[src/logic/motor_cfg.svh]
`ifndef MOTOR_CFG_SVH
`define MOTOR_CFG_SVH
`define CLK_HZ 10000000
`define CLK_NS 100
`define LINK_BAUD 9600
`define BAUD_DIV (((`CLK_HZ) + (`LINK_BAUD) / 2) / (`LINK_BAUD))
`define US_NS 1000
`define US_DIV ((`US_NS) / (`CLK_NS))
`define MS_CYCLES ((`CLK_HZ) / 1000)
`define AUTOSTOP_MS 3000
`define BLINK_MS 250
`define BLINK_DONE 3'h4
`define LAST_BIT 3'h7
`define FRAME_BITS 4'h9
`define WR_GROUP 4'h8
`define WR_LAST 4'h9
`define WR_HOLE 4'h1
`define SET_COUNT 10
`define SET_SPEED 4'h0
`define SET_CUR 4'h2
`define SET_REGEN 4'h3
`define SET_UP 4'h4
`define SET_DOWN 4'h5
`define SET_UV_OFF 4'h6
`define SET_UV_ON 4'h7
`define SET_OV_ON 4'h8
`define SET_OV_OFF 4'h9
`define CMD_SPEED 8'h80
`define CMD_DIR 8'h8A
`define CMD_PERSIST_L 8'hA0
`define CMD_PERSIST_H 8'hA1
`define CMD_MODE_AUTO 8'hE0
`define CMD_MODE_FREE 8'hE1
`define CMD_MODE_OFF 8'hE2
`define RD_GROUP 4'hC
`define RD_CURRENT 8'hCA
`define RD_SUPPLY 8'hCC
`define RD_DEMAND 8'hCD
`define RD_COOLER 8'hCE
`define RD_BOARD 8'hCF
`define RD_FLAGS 8'hD0
`define DIR_STOP 2'h0
`define DIR_FWD 2'h1
`define DIR_REGEN 2'h3
`define BRAKE_ON_LEVEL 7'h04
`define RC_ZERO_US 14'h05DC
`define RC_FULL_US 14'h09C4
`define RC_GAIN 8'h7E
`define RC_SHIFT 10
`define RC_FULL_DUTY 7'h7B
`define DIV_STEPS 3'h7
`define HREG_TX 2'h0
`define HREG_STAT 2'h1
`define HREG_RX 2'h2
`endif

[src/logic/motor_pkg.sv]
package motor_pkg;
  typedef enum logic [1:0] {
    SRC_THROTTLE = 2'b00,
    SRC_POT = 2'b01,
    SRC_PWM = 2'b10,
    SRC_RC = 2'b11
  } speed_src_t;
  typedef enum logic [1:0] {
    RX_IDLE = 2'b00,
    RX_START = 2'b01,
    RX_DATA = 2'b10,
    RX_STOP = 2'b11
  } rx_state_t;
endpackage

[src/logic/motor_link_if.sv]
`timescale 1ns/1ns
interface motor_link_if;
  logic host_to_dev;
  logic dev_to_host;
  modport host (output host_to_dev, input dev_to_host);
  modport dev (input host_to_dev, output dev_to_host);
endinterface

[src/logic/motor_ctrl_dev.sv]
// How it works
// link runs at 9600 baud
// frames are start, eight data, stop
// host sends command then one 7-bit data
// decode write codes 0x80, 0x82 to 0x89
// read request answered by one data byte
// serve read codes 0xC0 to 0xD0 (0xC1 and 0xCB get no reply)
// direction 0x00 stop, 0x01 forward, 0x03 regen
// 0xE0 autostop mode, 0xE1 plain, 0xE2 exit
// 0xA0/0xA1 store saving bits, no persistence
// output enabled only while enable pulled low
// switches 1 and 2 pick speed source
// switch 3 gates peak current
// switch 4 picks simple serial protocol
// switch 5 on: auto regen below demand
// switch 5 off: brake above 0.15 V
// pulse width measured in 1 us steps
// radio pulse 1.5 ms to 0, 2.5 ms to 97%
// no start while current ceiling is zero
// LED blinks twice after power-up
// LED lights on faults or serial activity
// unknown command bytes ignored, no reply
`timescale 1ns/1ns
`include "motor_cfg.svh"
module motor_ctrl_dev #(
  parameter int AUTOSTOP_CYCLES = `AUTOSTOP_MS * `MS_CYCLES,
  parameter int BLINK_CYCLES = `BLINK_MS * `MS_CYCLES
) (
  // clock and reset
  input wire logic ref_clk_in,
  input wire logic rst_in,
  // serial link
  motor_link_if.dev link,
  // pins from the board
  input wire logic [4:0] sw_in,
  input wire logic enable_n_in,
  input wire logic pwm_in,
  // sampled analog and status, same clock
  input wire logic [6:0] speed_adc_in,
  input wire logic [6:0] brake_adc_in,
  input wire logic [6:0] motor_speed_in,
  input wire logic [6:0] motor_current_in,
  input wire logic [6:0] supply_level_in,
  input wire logic [6:0] cooler_temp_in,
  input wire logic [6:0] board_temp_in,
  input wire logic over_temp_in,
  input wire logic current_limiting_in,
  input wire logic [6:0] current_ceiling_pot_in,
  input wire logic [6:0] ramp_time_pot_in,
  input wire logic [6:0] braking_ceiling_pot_in,
  // power stage controls
  output logic drive_en_out,
  output logic [6:0] speed_demand_out,
  output logic [1:0] rotation_out,
  output logic brake_active_out,
  output logic [6:0] brake_force_out,
  output logic [6:0] current_ceiling_out,
  output logic [6:0] ramp_up_out,
  output logic [6:0] ramp_down_out,
  output logic peak_current_en_out,
  output logic simple_proto_out,
  output logic serial_mode_out,
  output motor_pkg::speed_src_t speed_source_out,
  output logic [13:0] persist_flags_out,
  output logic led_out
);
  localparam logic [10:0] BAUD_DIV1 = 11'(`BAUD_DIV - 1);
  localparam logic [10:0] BAUD_HALF = 11'(`BAUD_DIV / 2 - 1);
  localparam logic [3:0] US_DIV1 = 4'(`US_DIV - 1);
  localparam logic [24:0] STOP_LAST = 25'(AUTOSTOP_CYCLES - 1);
  localparam logic [21:0] BLINK_LAST = 22'(BLINK_CYCLES - 1);

  function automatic logic is_write(input logic [7:0] c);
    is_write = (c[7:4] == `WR_GROUP && c[3:0] <= `WR_LAST && c[3:0] != `WR_HOLE)
      || c == `CMD_DIR || c == `CMD_PERSIST_L || c == `CMD_PERSIST_H;
  endfunction

  function automatic logic [6:0] rc_scale(input logic [13:0] w);
    logic [16:0] p;
    p = 17'(w - `RC_ZERO_US) * 17'(`RC_GAIN);
    if (w <= `RC_ZERO_US)
      rc_scale = 7'h00;
    else if (w >= `RC_FULL_US)
      rc_scale = `RC_FULL_DUTY;
    else
      rc_scale = 7'(p >> `RC_SHIFT);
  endfunction

  logic rx_m_q, rx_s_q, en_m_q, en_s_q, pwm_m_q, pwm_s_q, pwm_p_q;
  logic [4:0] sw_m_q, sw_s_q;
  always_ff @(posedge ref_clk_in)
  begin
    rx_m_q <= link.host_to_dev;
    rx_s_q <= rx_m_q;
    en_m_q <= enable_n_in;
    en_s_q <= en_m_q;
    pwm_m_q <= pwm_in;
    pwm_s_q <= pwm_m_q;
    pwm_p_q <= pwm_s_q;
    sw_m_q <= sw_in;
    sw_s_q <= sw_m_q;
  end

  // receiver: samples each bit at its centre
  motor_pkg::rx_state_t rx_st_q;
  logic [10:0] rx_cnt_q;
  logic [2:0] rx_bit_q;
  logic [7:0] rx_sh_q;
  logic rx_vld_q;
  always_ff @(posedge ref_clk_in)
  begin
    if (rst_in)
    begin
      rx_st_q <= motor_pkg::RX_IDLE;
      rx_cnt_q <= 11'h000;
      rx_bit_q <= 3'h0;
      rx_sh_q <= 8'h00;
      rx_vld_q <= 1'b0;
    end
    else
    begin
      rx_vld_q <= 1'b0;
      if (rx_cnt_q != 11'h000)
        rx_cnt_q <= rx_cnt_q - 11'h001;
      unique case (rx_st_q)
        motor_pkg::RX_IDLE:
          if (!rx_s_q)
          begin
            rx_st_q <= motor_pkg::RX_START;
            rx_cnt_q <= BAUD_HALF;
          end
        motor_pkg::RX_START:
          if (rx_cnt_q == 11'h000)
          begin
            rx_st_q <= rx_s_q ? motor_pkg::RX_IDLE : motor_pkg::RX_DATA;
            rx_cnt_q <= BAUD_DIV1;
            rx_bit_q <= 3'h0;
          end
        motor_pkg::RX_DATA:
          if (rx_cnt_q == 11'h000)
          begin
            rx_sh_q <= {rx_s_q, rx_sh_q[7:1]};
            rx_bit_q <= rx_bit_q + 3'h1;
            rx_cnt_q <= BAUD_DIV1;
            if (rx_bit_q == `LAST_BIT)
              rx_st_q <= motor_pkg::RX_STOP;
          end
        motor_pkg::RX_STOP:
          if (rx_cnt_q == 11'h000)
          begin
            rx_st_q <= motor_pkg::RX_IDLE;
            rx_vld_q <= rx_s_q;
          end
      endcase
    end
  end

  // command interpreter; the advanced protocol is not handled here
  logic byte_in, data_hit;
  logic pend_q, serial_q, auto_q, stopped_q, reply_pend_q, tx_busy_q;
  logic [7:0] cmd_q, reply_q;
  logic [6:0] set_q [0:`SET_COUNT-1];
  logic [1:0] dir_q;
  logic [13:0] persist_q;
  logic [6:0] flags;
  logic uv_q, ov_q;
  assign byte_in = rx_vld_q && sw_s_q[3];
  assign data_hit = byte_in && !rx_sh_q[7] && pend_q;
  assign flags = {stopped_q, auto_q, serial_q, ov_q, uv_q, en_s_q, current_limiting_in};

  always_ff @(posedge ref_clk_in)
  begin
    if (rst_in)
    begin
      pend_q <= 1'b0;
      cmd_q <= 8'h00;
      dir_q <= `DIR_STOP;
      persist_q <= 14'h0000;
      for (int i = 0; i < `SET_COUNT; i++)
        set_q[i] <= 7'h00;
    end
    else if (byte_in)
    begin
      pend_q <= rx_sh_q[7] && is_write(rx_sh_q);
      if (rx_sh_q[7])
        cmd_q <= rx_sh_q;
      else if (pend_q)
      begin
        if (cmd_q == `CMD_DIR)
        begin
          if (rx_sh_q[6:2] == 5'h00 && rx_sh_q[1:0] != 2'h2)
            dir_q <= rx_sh_q[1:0];
        end
        else if (cmd_q == `CMD_PERSIST_L)
          persist_q[6:0] <= rx_sh_q[6:0];
        else if (cmd_q == `CMD_PERSIST_H)
          persist_q[13:7] <= rx_sh_q[6:0];
        else
          set_q[cmd_q[3:0]] <= rx_sh_q[6:0];
      end
    end
  end

  // read answers; a reply waits while the transmitter is busy
  always_ff @(posedge ref_clk_in)
  begin
    if (rst_in)
    begin
      reply_pend_q <= 1'b0;
      reply_q <= 8'h00;
    end
    else
    begin
      if (!tx_busy_q)
        reply_pend_q <= 1'b0;
      if (byte_in && rx_sh_q[7])
      begin
        reply_pend_q <= 1'b1;
        unique case (rx_sh_q)
          `RD_CURRENT: reply_q <= {1'b0, motor_current_in};
          `RD_SUPPLY: reply_q <= {1'b0, supply_level_in};
          `RD_DEMAND: reply_q <= {1'b0, speed_adc_in};
          `RD_COOLER: reply_q <= {1'b0, cooler_temp_in};
          `RD_BOARD: reply_q <= {1'b0, board_temp_in};
          `RD_FLAGS: reply_q <= {1'b0, flags};
          default:
            if (rx_sh_q[7:4] == `RD_GROUP && rx_sh_q[3:0] <= `WR_LAST
              && rx_sh_q[3:0] != `WR_HOLE)
              reply_q <= {1'b0, set_q[rx_sh_q[3:0]]};
            else
              reply_pend_q <= !tx_busy_q && reply_pend_q;
        endcase
      end
    end
  end

  logic [8:0] tx_sh_q;
  logic [3:0] tx_left_q;
  logic [10:0] tx_cnt_q;
  logic tx_q;
  always_ff @(posedge ref_clk_in)
  begin
    if (rst_in)
    begin
      tx_q <= 1'b1;
      tx_busy_q <= 1'b0;
      tx_sh_q <= 9'h000;
      tx_left_q <= 4'h0;
      tx_cnt_q <= 11'h000;
    end
    else if (!tx_busy_q)
    begin
      if (reply_pend_q)
      begin
        tx_q <= 1'b0;
        tx_sh_q <= {1'b1, reply_q};
        tx_left_q <= `FRAME_BITS;
        tx_cnt_q <= BAUD_DIV1;
        tx_busy_q <= 1'b1;
      end
    end
    else if (tx_cnt_q != 11'h000)
      tx_cnt_q <= tx_cnt_q - 11'h001;
    else if (tx_left_q != 4'h0)
    begin
      tx_q <= tx_sh_q[0];
      tx_sh_q <= {1'b1, tx_sh_q[8:1]};
      tx_left_q <= tx_left_q - 4'h1;
      tx_cnt_q <= BAUD_DIV1;
    end
    else
      tx_busy_q <= 1'b0;
  end
  assign link.dev_to_host = tx_q;

  // serial mode and autostop watchdog, restarted by each speed write
  logic [24:0] stop_cnt_q;
  always_ff @(posedge ref_clk_in)
  begin
    if (rst_in)
    begin
      serial_q <= 1'b0;
      auto_q <= 1'b0;
      stopped_q <= 1'b0;
      stop_cnt_q <= 25'h0000000;
    end
    else if ((byte_in && (rx_sh_q == `CMD_MODE_AUTO || rx_sh_q == `CMD_MODE_FREE
      || rx_sh_q == `CMD_MODE_OFF)) || (data_hit && cmd_q == `CMD_SPEED))
    begin
      stop_cnt_q <= 25'h0000000;
      stopped_q <= 1'b0;
      if (rx_sh_q[7])
      begin
        serial_q <= rx_sh_q != `CMD_MODE_OFF;
        auto_q <= rx_sh_q == `CMD_MODE_AUTO;
      end
    end
    else if (serial_q && auto_q && !stopped_q)
    begin
      if (stop_cnt_q == STOP_LAST)
        stopped_q <= 1'b1;
      else
        stop_cnt_q <= stop_cnt_q + 25'h0000001;
    end
  end

  // pulse input timed in microseconds, duty by serial division
  logic [3:0] us_cnt_q;
  logic [13:0] high_acc_q, per_acc_q, width_q;
  always_ff @(posedge ref_clk_in)
  begin
    if (rst_in)
    begin
      us_cnt_q <= 4'h0;
      high_acc_q <= 14'h0000;
      per_acc_q <= 14'h0000;
      width_q <= 14'h0000;
    end
    else
    begin
      us_cnt_q <= (us_cnt_q == US_DIV1) ? 4'h0 : us_cnt_q + 4'h1;
      if (pwm_s_q && !pwm_p_q)
      begin
        width_q <= high_acc_q;
        high_acc_q <= 14'h0000;
        per_acc_q <= 14'h0000;
      end
      else if (us_cnt_q == US_DIV1 && per_acc_q != 14'h3FFF)
      begin
        per_acc_q <= per_acc_q + 14'h0001;
        if (pwm_s_q)
          high_acc_q <= high_acc_q + 14'h0001;
      end
    end
  end

  logic [14:0] dv_rem_q, dv_sh;
  logic [13:0] dv_den_q;
  logic [6:0] dv_quo_q, duty_q;
  logic [2:0] dv_step_q;
  logic dv_ge;
  assign dv_sh = {dv_rem_q[13:0], 1'b0};
  assign dv_ge = dv_sh >= {1'b0, dv_den_q};
  always_ff @(posedge ref_clk_in)
  begin
    if (rst_in)
    begin
      dv_rem_q <= 15'h0000;
      dv_den_q <= 14'h0000;
      dv_quo_q <= 7'h00;
      dv_step_q <= 3'h0;
      duty_q <= 7'h00;
    end
    else if (dv_step_q != 3'h0)
    begin
      dv_rem_q <= dv_ge ? dv_sh - {1'b0, dv_den_q} : dv_sh;
      dv_quo_q <= {dv_quo_q[5:0], dv_ge};
      dv_step_q <= dv_step_q - 3'h1;
      if (dv_step_q == 3'h1)
        duty_q <= {dv_quo_q[5:0], dv_ge};
    end
    else if (pwm_s_q && !pwm_p_q && per_acc_q != 14'h0000)
    begin
      dv_rem_q <= {1'b0, high_acc_q};
      dv_den_q <= per_acc_q;
      dv_step_q <= `DIV_STEPS;
    end
  end

  // supply protection with hysteresis; a zero level disables its check
  always_ff @(posedge ref_clk_in)
  begin
    if (rst_in)
    begin
      uv_q <= 1'b0;
      ov_q <= 1'b0;
    end
    else
    begin
      if (supply_level_in < set_q[`SET_UV_OFF])
        uv_q <= 1'b1;
      else if (supply_level_in >= set_q[`SET_UV_ON])
        uv_q <= 1'b0;
      if (set_q[`SET_OV_OFF] != 7'h00 && supply_level_in > set_q[`SET_OV_OFF])
        ov_q <= 1'b1;
      else if (supply_level_in <= set_q[`SET_OV_ON])
        ov_q <= 1'b0;
    end
  end

  logic [21:0] blink_cnt_q;
  logic [2:0] blink_ph_q;
  always_ff @(posedge ref_clk_in)
  begin
    if (rst_in)
    begin
      blink_cnt_q <= 22'h000000;
      blink_ph_q <= 3'h0;
    end
    else if (blink_ph_q != `BLINK_DONE)
    begin
      blink_cnt_q <= (blink_cnt_q == BLINK_LAST) ? 22'h000000 : blink_cnt_q + 22'h000001;
      if (blink_cnt_q == BLINK_LAST)
        blink_ph_q <= blink_ph_q + 3'h1;
    end
  end

  // registered outputs; pots stand in for settings outside serial mode
  logic [6:0] ceil_w, regen_w, demand_w;
  motor_pkg::speed_src_t src_w;
  always_comb
  begin
    src_w = motor_pkg::speed_src_t'({sw_s_q[0], sw_s_q[1]});
    ceil_w = serial_q ? set_q[`SET_CUR] : current_ceiling_pot_in;
    regen_w = serial_q ? set_q[`SET_REGEN] : braking_ceiling_pot_in;
    unique case (src_w)
      motor_pkg::SRC_PWM: demand_w = duty_q;
      motor_pkg::SRC_RC: demand_w = rc_scale(width_q);
      default: demand_w = speed_adc_in;
    endcase
    if (serial_q)
      demand_w = stopped_q ? 7'h00 : set_q[`SET_SPEED];
  end

  always_ff @(posedge ref_clk_in)
  begin
    if (rst_in)
    begin
      drive_en_out <= 1'b0;
      speed_demand_out <= 7'h00;
      rotation_out <= `DIR_STOP;
      brake_active_out <= 1'b0;
      brake_force_out <= 7'h00;
      current_ceiling_out <= 7'h00;
      ramp_up_out <= 7'h00;
      ramp_down_out <= 7'h00;
      peak_current_en_out <= 1'b0;
      simple_proto_out <= 1'b0;
      serial_mode_out <= 1'b0;
      speed_source_out <= motor_pkg::SRC_THROTTLE;
      persist_flags_out <= 14'h0000;
      led_out <= 1'b0;
    end
    else
    begin
      drive_en_out <= !en_s_q && ceil_w != 7'h00 && !uv_q && !ov_q && !over_temp_in
        && !(serial_q && (stopped_q || dir_q == `DIR_STOP));
      speed_demand_out <= demand_w;
      rotation_out <= serial_q ? dir_q : `DIR_FWD;
      if (serial_q && dir_q == `DIR_REGEN)
      begin
        brake_active_out <= 1'b1;
        brake_force_out <= regen_w;
      end
      else if (sw_s_q[4])
      begin
        brake_active_out <= motor_speed_in < demand_w;
        brake_force_out <= regen_w;
      end
      else
      begin
        brake_active_out <= brake_adc_in > `BRAKE_ON_LEVEL;
        brake_force_out <= (brake_adc_in < regen_w) ? brake_adc_in : regen_w;
      end
      current_ceiling_out <= ceil_w;
      ramp_up_out <= serial_q ? set_q[`SET_UP] : ramp_time_pot_in;
      ramp_down_out <= serial_q ? set_q[`SET_DOWN] : ramp_time_pot_in;
      peak_current_en_out <= sw_s_q[2];
      simple_proto_out <= sw_s_q[3];
      serial_mode_out <= serial_q;
      speed_source_out <= src_w;
      persist_flags_out <= persist_q;
      if (blink_ph_q != `BLINK_DONE)
        led_out <= !blink_ph_q[0];
      else
        led_out <= current_limiting_in || en_s_q || uv_q || ov_q || over_temp_in
          || rx_st_q != motor_pkg::RX_IDLE || tx_busy_q;
    end
  end
endmodule

[src/flat_wrapper.sv]
// flat-port wrapper written by rule: the top's interface ports become plain ports
module motor_ctrl_dev_flat 
#(
  parameter int AUTOSTOP_CYCLES = `AUTOSTOP_MS * `MS_CYCLES,
  parameter int BLINK_CYCLES = `BLINK_MS * `MS_CYCLES
)
  (ref_clk_in, rst_in, sw_in, enable_n_in, pwm_in, speed_adc_in, brake_adc_in, motor_speed_in, motor_current_in, supply_level_in, cooler_temp_in, board_temp_in, over_temp_in, current_limiting_in, current_ceiling_pot_in, ramp_time_pot_in, braking_ceiling_pot_in, drive_en_out, speed_demand_out, rotation_out, brake_active_out, brake_force_out, current_ceiling_out, ramp_up_out, ramp_down_out, peak_current_en_out, simple_proto_out, serial_mode_out, speed_source_out, persist_flags_out, led_out, link_host_to_dev, link_dev_to_host);
  motor_link_if link_i ();
  input wire logic ref_clk_in;
  input wire logic rst_in;
  input wire logic [4:0] sw_in;
  input wire logic enable_n_in;
  input wire logic pwm_in;
  input wire logic [6:0] speed_adc_in;
  input wire logic [6:0] brake_adc_in;
  input wire logic [6:0] motor_speed_in;
  input wire logic [6:0] motor_current_in;
  input wire logic [6:0] supply_level_in;
  input wire logic [6:0] cooler_temp_in;
  input wire logic [6:0] board_temp_in;
  input wire logic over_temp_in;
  input wire logic current_limiting_in;
  input wire logic [6:0] current_ceiling_pot_in;
  input wire logic [6:0] ramp_time_pot_in;
  input wire logic [6:0] braking_ceiling_pot_in;
  output logic drive_en_out;
  output logic [6:0] speed_demand_out;
  output logic [1:0] rotation_out;
  output logic brake_active_out;
  output logic [6:0] brake_force_out;
  output logic [6:0] current_ceiling_out;
  output logic [6:0] ramp_up_out;
  output logic [6:0] ramp_down_out;
  output logic peak_current_en_out;
  output logic simple_proto_out;
  output logic serial_mode_out;
  output motor_pkg::speed_src_t speed_source_out;
  output logic [13:0] persist_flags_out;
  output logic led_out;
  input wire logic [$bits(link_i.host_to_dev)-1:0] link_host_to_dev;
  output wire logic [$bits(link_i.dev_to_host)-1:0] link_dev_to_host;
  assign link_i.host_to_dev = link_host_to_dev;
  assign link_dev_to_host = link_i.dev_to_host;
  motor_ctrl_dev #(.AUTOSTOP_CYCLES(AUTOSTOP_CYCLES), .BLINK_CYCLES(BLINK_CYCLES)) u_core (.ref_clk_in(ref_clk_in), .rst_in(rst_in), .link(link_i), .sw_in(sw_in), .enable_n_in(enable_n_in), .pwm_in(pwm_in), .speed_adc_in(speed_adc_in), .brake_adc_in(brake_adc_in), .motor_speed_in(motor_speed_in), .motor_current_in(motor_current_in), .supply_level_in(supply_level_in), .cooler_temp_in(cooler_temp_in), .board_temp_in(board_temp_in), .over_temp_in(over_temp_in), .current_limiting_in(current_limiting_in), .current_ceiling_pot_in(current_ceiling_pot_in), .ramp_time_pot_in(ramp_time_pot_in), .braking_ceiling_pot_in(braking_ceiling_pot_in), .drive_en_out(drive_en_out), .speed_demand_out(speed_demand_out), .rotation_out(rotation_out), .brake_active_out(brake_active_out), .brake_force_out(brake_force_out), .current_ceiling_out(current_ceiling_out), .ramp_up_out(ramp_up_out), .ramp_down_out(ramp_down_out), .peak_current_en_out(peak_current_en_out), .simple_proto_out(simple_proto_out), .serial_mode_out(serial_mode_out), .speed_source_out(speed_source_out), .persist_flags_out(persist_flags_out), .led_out(led_out));
endmodule
[config.mk]
export PLATFORM = sky130hd
export DESIGN_NAME = motor_ctrl_dev_flat
export DESIGN_NICKNAME = d
export VERILOG_FILES = /design/src/logic/motor_pkg.sv /design/src/logic/motor_link_if.sv /design/src/logic/motor_ctrl_dev.sv /design/src/flat_wrapper.sv
export VERILOG_INCLUDE_DIRS = /design/src /design/src/logic
export SDC_FILE = /design/constraint.sdc
export NUM_CORES = 1
export LEC_CHECK = 0
export ABC_AREA = 1
export BUFFER_PORTS_ARGS = -buffer_cell sky130_fd_sc_hd__buf_2
export CAP_MARGIN = 20
export CORE_MARGIN = 1.5
export CORE_UTILIZATION = 60
export CTS_CLUSTER_SIZE = 16
export DETAILED_ROUTE_END_ITERATION = 8
export GPL_TIMING_DRIVEN = 0
export PLACE_DENSITY = 0.81
export SKIP_LAST_GASP = 1
export SLEW_MARGIN = 30
export SYNTH_ARGS = -nofsm -noshare
export SYNTH_HDL_FRONTEND = slang
export SYNTH_SLANG_ARGS = --single-unit
export TNS_END_PERCENT = 100
[constraint.sdc]
create_clock -name ref_clk_in -period 6.1 [get_ports ref_clk_in]
set_input_delay 0.61 -clock ref_clk_in [delete_from_list [all_inputs] [get_ports ref_clk_in]]
set_output_delay 0.61 -clock ref_clk_in [all_outputs]
set_load 0.05 [all_outputs]
==> results of run 1 <==
-- layout by cell type, fill, tap and decap left out, types with 6 or more instances in the layout --
cell,netlist,final
sky130_fd_sc_hd__nand2_1,399,399
sky130_fd_sc_hd__inv_1,375,375
sky130_fd_sc_hd__nor2_1,319,319
sky130_fd_sc_hd__dfxtp_1,309,307
sky130_fd_sc_hd__a21oi_1,236,235
sky130_fd_sc_hd__o21ai_0,204,203
sky130_fd_sc_hd__buf_2,15,157
sky130_fd_sc_hd__nand3_1,121,121
sky130_fd_sc_hd__edfxtp_1,112,112
sky130_fd_sc_hd__ha_1,102,102
sky130_fd_sc_hd__clkbuf_1,58,65
sky130_fd_sc_hd__nor3_1,52,51
sky130_fd_sc_hd__nand4_1,48,48
sky130_fd_sc_hd__clkbuf_16,0,45
sky130_fd_sc_hd__xor2_1,35,34
sky130_fd_sc_hd__a211oi_1,34,34
sky130_fd_sc_hd__mux2i_1,29,29
sky130_fd_sc_hd__xnor2_1,26,26
sky130_fd_sc_hd__o22ai_1,25,25
sky130_fd_sc_hd__fa_1,25,25
sky130_fd_sc_hd__inv_2,23,23
sky130_fd_sc_hd__a31oi_1,16,16
sky130_fd_sc_hd__nor4_1,17,16
sky130_fd_sc_hd__o211ai_1,14,14
sky130_fd_sc_hd__nor3b_1,9,9
sky130_fd_sc_hd__bufinv_16,0,9
sky130_fd_sc_hd__nor3_2,7,8
sky130_fd_sc_hd__or2_2,8,8
sky130_fd_sc_hd__nor2_2,8,8
sky130_fd_sc_hd__o21a_1,8,8
sky130_fd_sc_hd__nand2_2,7,7
sky130_fd_sc_hd__o21ai_1,6,7
sky130_fd_sc_hd__a21boi_0,6,6
sky130_fd_sc_hd__clkinv_1,5,6
-- routing by layer --
metal	routed length, um	vias up	global-route usage	part of all wire
met5	0	-	0	0
met3	5940	150	0.0629	0.095
met2	28400	912	0.522	0.45
li1	-	9428	-	-
met1	25800	9250	0.438	0.41
met4	2380	0	0.141	0.038
-- cell type report --
type / instances / area share
multi-input combinational: 1812 / 0.419
sequential: 421 / 0.388
tap: 461 / 0.0234
clock buffer: 56 / 0.0491
inverter: 403 / 0.0615
clock inverter: 25 / 0.0156
timing repair buffer: 141 / 0.0287
buffer: 84 / 0.0144
-- how the worst max path moves through the flow --
stage                           start                       to  slack (ns)  depth (start not counted)
finish              u_core.width_q[7]  u_core.brake_active_out        0.48                         26
global route        u_core.width_q[7]  u_core.brake_active_out        0.02                         29
CTS                 u_core.width_q[2]  u_core.brake_active_out        0.40                         30
detailed placement  u_core.width_q[2]  u_core.brake_active_out        0.46                         30
global placement    u_core.width_q[2]  u_core.brake_active_out        0.51                         25
floorplan           u_core.width_q[2]  u_core.brake_active_out        1.29                         27
-- through the flow --
step,cell area [um^2],hold WS [ns]
finish,24600,0.121
floorplan,21700,0.310
detailed placement,23000,0.314
global route,24600,0.106
CTS,24600,0.100
global placement,23000,0.310
-- report_power, final --
group          internal, uW  switching, uW
Clock                  1790           1160
Combinational           981           1840
Sequential             3030            122
Total                  5800           3120
-- sequential cells by signal, summed over array words and instances (netlist names), 8 cells and up, named ones only --
| name | count |
|---|---|
| u_core.set_q | 112 |
| u_core.width_q | 14 |
| u_core.cmd_q | 8 |
| u_core.dv_den_q | 14 |
| u_core.stop_cnt_q | 25 |
| u_core.dv_rem_q | 14 |
| u_core.persist_q | 14 |
| u_core.blink_cnt_q | 22 |
| u_core.rx_sh_q | 8 |
| u_core.rx_cnt_q | 11 |
| u_core.per_acc_q | 14 |
| u_core.high_acc_q | 14 |
| u_core.tx_sh_q | 9 |
| u_core.persist_flags_out | 14 |
| u_core.tx_cnt_q | 11 |
-- cell families (layout without fill, tap and decap cells) --
group                      Yosys count  after routing  share of synthesized area
adders and majority gates          127            127                     0.0818
xor gates and xnor gates            61             61                     0.0246
muxes                               29             29                     0.0134
and+or+nand+nor                   1019           1019                      0.207
buffers and inverters              487            709                     0.0860
AOI/OAI and AO/OA                  576            576                      0.147
DFF                                421            421                      0.440
==> summary.txt, run 1 <==
setup slack after placement - 0.455 ns
CTS buffer count - 44
reported max-cap violation count - 0
RSZ-0062 raised after global routing - no
worst clock skew - 0.0169 ns
power density over the cells - 363 mW/mm^2
Critical Path End Type - flop
post-DP HPWL - 47.5 mm
stage delay of the slowest cell on the critical path - 0.55 ns
Crit path arrival time - 6.12 ns
clock insertion delay at the later pin of the skew report - 0.59 ns
setup TNS - 0 ns
number of enable-type register cells in the synthesized netlist - 112
clock tree from TritonCTS - built
FF-to-FF path depth - 26
cell type with the largest total area after synthesis - sky130_fd_sc_hd__dfxtp_1
net count reported at finish - 3116
leading cell type by number of instances after synthesis - sky130_fd_sc_hd__nand2_1
leakage dissipation - 0.0102 uW
Post-CTS Setup Bufs - 0
final setup margin - 0.475 ns
leading post-synthesis cells by instance count - 399 x sky130_fd_sc_hd__nand2_1, 375 x sky130_fd_sc_hd__inv_1, 319 x sky130_fd_sc_hd__nor2_1
fraction of the yosys area taken by sequential cells - 0.440
chip height - 193 um
effective utilization at floorplan - 0.610
number of placed instances, taps included - 3322
Tmin final - 5.62 ns
number of detailed-route iterations in the first pass - 6
Primary FF master, synth - sky130_fd_sc_hd__dfxtp_1
Post-CTS Hold Fix Bufs - 0
depth of the worst hold-timing path - 1
ratio of final minimum period to clock period - 0.922
DRC violation count after routing - 0
reg2reg end - u_core.brake_active_out
aggregate routed wire length - 62.5 mm
reg2reg start - u_core.width_q[7]
cell area after synthesis - 0.0217 mm^2
number of ports placed on the die boundary - 142
floorplan row count - 69
number of distinct library cell variants in the gate-level netlist after synthesis - 63
largest net degree at the start of global routing - 16
share of layout cells above drive strength 1 - 0.106
vias per inst - 5.80
critical path buffer and inverter count - 4
status - finished, final reports clean
WL per Instance - 18.4 um
wire length of the first global-routing pass - 97.9 mm
cell class contributing the biggest share of worst-path delay - adder cells
Synth top area share - 0.285
nature of the critical path startpoint - flop
Layout fillers - 2926
horizontal die dimension - 193 um
via count of the first global-routing pass - 18800
hold crit path type - in2reg
count of input and output buffers - 141
synthesized instance count - 2720
share of synthesized flip-flops with an asynchronous set or reset - 0
maximum VDD drop - 339 uV
Max stage delay cell, worst path - sky130_fd_sc_hd__fa_1
Worst R2R Setup Slack - 0.48 ns
maximum operating frequency - 178 MHz
top post-synthesis cells by area - sky130_fd_sc_hd__dfxtp_1 28%, sky130_fd_sc_hd__edfxtp_1 15%, sky130_fd_sc_hd__nand2_1 6.9%
worst path required time - 6.59 ns
critical path start-end classification - reg2reg
ant diodes - 0
Worst Min Path Start - sw_in[2]
mean area per synthesized cell - 7.98 um^2
number of register bits inferred by synthesis - 421
max_slew headroom - 0.313
placer's final routability congestion estimate - 1.03
remaining number of nets flagged by the antenna check after routing - 0
highest fanout seen on the critical path - 7
utilization after layout - 0.692
DIE AREA - 0.0373 mm^2
net count after synthesis - 2929
number of vias after detailed routing - 19700
GRT Util Overall - 0.328
number of antenna violations at the first check in global routing - 1
number of warnings reported in the yosys synthesis log - 0
Core Area - 0.0356 mm^2
post-route non-filler standard cell count - 3403
area occupied by multi-input gates - 0.0103 mm^2
iteration-0 DRC count of the detailed router - 1868
Worst Hold Path EP - u_core.sw_m_q[2]
clk root buf - sky130_fd_sc_hd__clkbuf_16
post-CTS sizing - 0
GR Overflow Total - 0
number of levels in the clock H-tree - 2
total count of hold-check failures in the final report - 0
Longest Clk Path Bufs - 3
most frequent cell on the critical path - sky130_fd_sc_hd__nand2_1
Worst Max-Slew Pin Slew - 1.01 ns
area added between synthesis and finish - 13.4%
power after layout - 8920 uW
number of pins with negative max-slew slack in the final report - 0
Final setup viols - 0
number of sinks handled by clock tree synthesis - 421
FF+latch area - 0.00955 mm^2
CTS clock-pin slew for the worst setup and hold paths - 0.06 ns
(Power assumes the default switching activity.)
==> run 2: changes to the inputs <==
--- a/config.mk
+++ b/config.mk
@@ -10,3 +10,2 @@
 export BUFFER_PORTS_ARGS = -buffer_cell sky130_fd_sc_hd__buf_2
-export CAP_MARGIN = 20
 export CORE_MARGIN = 1.5
@@ -18,3 +17,3 @@
 export SKIP_LAST_GASP = 1
-export SLEW_MARGIN = 30
+export SLEW_MARGIN = 25
 export SYNTH_ARGS = -nofsm -noshare
--- a/constraint.sdc
+++ b/constraint.sdc
@@ -3,2 +3,2 @@
 set_output_delay 0.61 -clock ref_clk_in [all_outputs]
-set_load 0.05 [all_outputs]
+set_load 0.005 [all_outputs]
==> run 2 against run 1 <==
Net effect:
- sequential share of layout area is 0.087 points higher
- critical endpoint unchanged
- largest cell class unchanged
- worst hold slack better by 0.0067 ns
- critical path depth is 1 higher
- via count is 0.86% higher
- global-route usage is 0.20 points higher
==> summary.txt, run 2 (synthesis gave the netlist of run 1 again) <==
critical path buffer and inverter count - 5 (+1)
Crit path arrival time - 6.05 ns (-0.07 ns)
hold crit path type - in2reg
most frequent cell on the critical path - sky130_fd_sc_hd__nand2_1
number of flip-flops in the largest register - 112 (unchanged)
number of antenna violations at the first check in global routing - 0 (-1)
DRC violation count after routing - 0 (unchanged)
chip height - 193 um (unchanged)
Post-CTS Hold Fix Bufs - 0 (unchanged)
number of pins with negative max-slew slack in the final report - 0 (unchanged)
Core Area - 0.0356 mm^2 (unchanged)
Tmin final - 5.57 ns (-0.0571 ns)
worst path required time - 6.59 ns (about the same)
count of input and output buffers - 141 (unchanged)
power density over the cells - 355 mW/mm^2 (-2.2%)
iteration-0 DRC count of the detailed router - 2006 (+7.4%)
number of ports placed on the die boundary - 142 (unchanged)
net count reported at finish - 3116 (unchanged)
maximum operating frequency - 180 MHz (+1.0%)
cell class contributing the biggest share of worst-path delay - adder cells
post-CTS sizing - 0 (unchanged)
status - finished, final reports clean
number of detailed-route iterations in the first pass - 6 (unchanged)
clock tree from TritonCTS - built
stage delay of the slowest cell on the critical path - 0.55 ns (about the same)
total count of hold-check failures in the final report - 0 (unchanged)
CTS clock-pin slew for the worst setup and hold paths - 0.06 ns (about the same)
CTS buffer count - 44 (unchanged)
Worst Max-Slew Pin Slew - 1.15 ns (+0.144 ns)
Final setup viols - 0 (unchanged)
most frequent standard cell in the layout excluding fill and tap cells - sky130_fd_sc_hd__nand2_1
post-route non-filler standard cell count - 3404 (+0.029%)
DIE AREA - 0.0373 mm^2 (unchanged)
Max stage delay cell, worst path - sky130_fd_sc_hd__fa_1
WL per Instance - 18.4 um (+0.24%)
area added between synthesis and finish - 13.1%
remaining number of nets flagged by the antenna check after routing - 0 (unchanged)
Regs by FF count - u_core.set_q: 112 flops, u_core.stop_cnt_q: 25 flops, u_core.blink_cnt_q: 22 flops
clock insertion delay at the later pin of the skew report - 0.58 ns (about the same)
setup TNS - 0 ns (unchanged)
worst clock skew - 0.0222 ns (+0.00535 ns)
wire length of the first global-routing pass - 98.5 mm (+0.70%)
placed cell area - 0.0230 mm^2 (about the same)
via count of the first global-routing pass - 19000 (+1.3%)
number of levels in the clock H-tree - 2 (unchanged)
number of vias after detailed routing - 19900 (+0.86%)
vias per inst - 5.85 (+0.83%)
ratio of final minimum period to clock period - 0.913 (-0.00936)
clk root buf - sky130_fd_sc_hd__clkbuf_16
share of layout cells above drive strength 1 - 0.107 (+0.00102)
commonest cells after routing, fill and taps aside - 399 x sky130_fd_sc_hd__nand2_1, 375 x sky130_fd_sc_hd__inv_1, 319 x sky130_fd_sc_hd__nor2_1
maximum VDD drop - 355 uV (+4.8%)
number of sinks handled by clock tree synthesis - 421 (unchanged)
Longest Clk Path Bufs - 3 (unchanged)
reported max-cap violation count - 0 (unchanged)
number of placed instances, taps included - 3322 (unchanged)
nature of the critical path startpoint - flop
GRT Util Overall - 0.330 (+0.00197)
highest fanout seen on the critical path - 7 (unchanged)
effective utilization at floorplan - 0.610 (unchanged)
largest net degree at the start of global routing - 16 (unchanged)
max_slew headroom - 0.214 (-0.0983)
floorplan row count - 69 (unchanged)
GR Overflow Total - 0 (unchanged)
RSZ-0062 raised after global routing - no
post-DP HPWL - 47.5 mm (about the same)
Post-CTS Setup Bufs - 0 (unchanged)
placer's final routability congestion estimate - 1.03 (unchanged)
critical path start-end classification - reg2reg
aggregate routed wire length - 62.7 mm (+0.27%)
final std cell area, no fill - 0.0246 mm^2 (-0.22%)
most flop-heavy register - u_core.set_q
Critical Path End Type - flop
Worst R2R Setup Slack - 0.53 ns (+0.06 ns)
horizontal die dimension - 193 um (unchanged)
utilization after layout - 0.690 (-0.00155)
leakage dissipation - 0.0102 uW (-0.34%)
[run 2: cell types whose count changed in the layout (fill, tap and decap cells not counted), sizes merged]
cell      change
bufinv        -4
clkinv        +3
clkinvlp      +3
diode         +1
clkbuf        +1
inv           -2
buf           -1
[run 2: per-layer routing]
| layer | GRT usage | part of all wire |
|---|---|---|
| met1 | 0.441 | 0.42 |
| met2 | 0.526 | 0.45 |
| met3 | 0.0645 | 0.095 |
| met4 | 0.139 | 0.037 |
| met5 | 0 | 0 |
[run 2: per-stage QoR]
| step | power, uW | hold slack, ns | setup WS, ns |
|---|---|---|---|
| 3_3_place_gp | 5800 | 0.310 | 0.506 |
| 2_1_floorplan | 5180 | 0.310 | 1.29 |
| 3_5_place_dp | 5880 | 0.314 | 0.429 |
| 5_1_grt | 9210 | 0.116 | 0.00584 |
| 6_report | 8710 | 0.127 | 0.532 |
| 4_1_cts | 8680 | 0.109 | 0.370 |
[run 2: final cells by class]
class                      count  area [um^2]
antenna                        1         2.50
fill                        2885        11000
inverter                     403         1510
buffer                        84          355
clock inverter                25          289
clock buffer                  56         1240
timing repair buffer         141          706
tap                          461          577
sequential                   421         9550
multi-input combinational   1812        10300
[run 2: where the power goes]
| part | total [uW] | internal (uW) | switching (uW) | leakage [uW] |
|---|---|---|---|---|
| clock network | 2830 | 1660 | 1170 | 0.000727 |
| registers | 3150 | 3030 | 120 | 0.00363 |
| logic | 2740 | 980 | 1760 | 0.00584 |
[run 2: final timing paths]
path | from | endpoint | cells past startpoint
hold reg to reg | u_core.sw_m_q[4] | u_core.sw_s_q[4] | 0
setup reg to reg | u_core.width_q[7] | u_core.brake_active_out | 27
hold / removal | sw_in[2] | u_core.sw_m_q[2] | 1
setup / recovery | u_core.width_q[7] | u_core.brake_active_out | 27
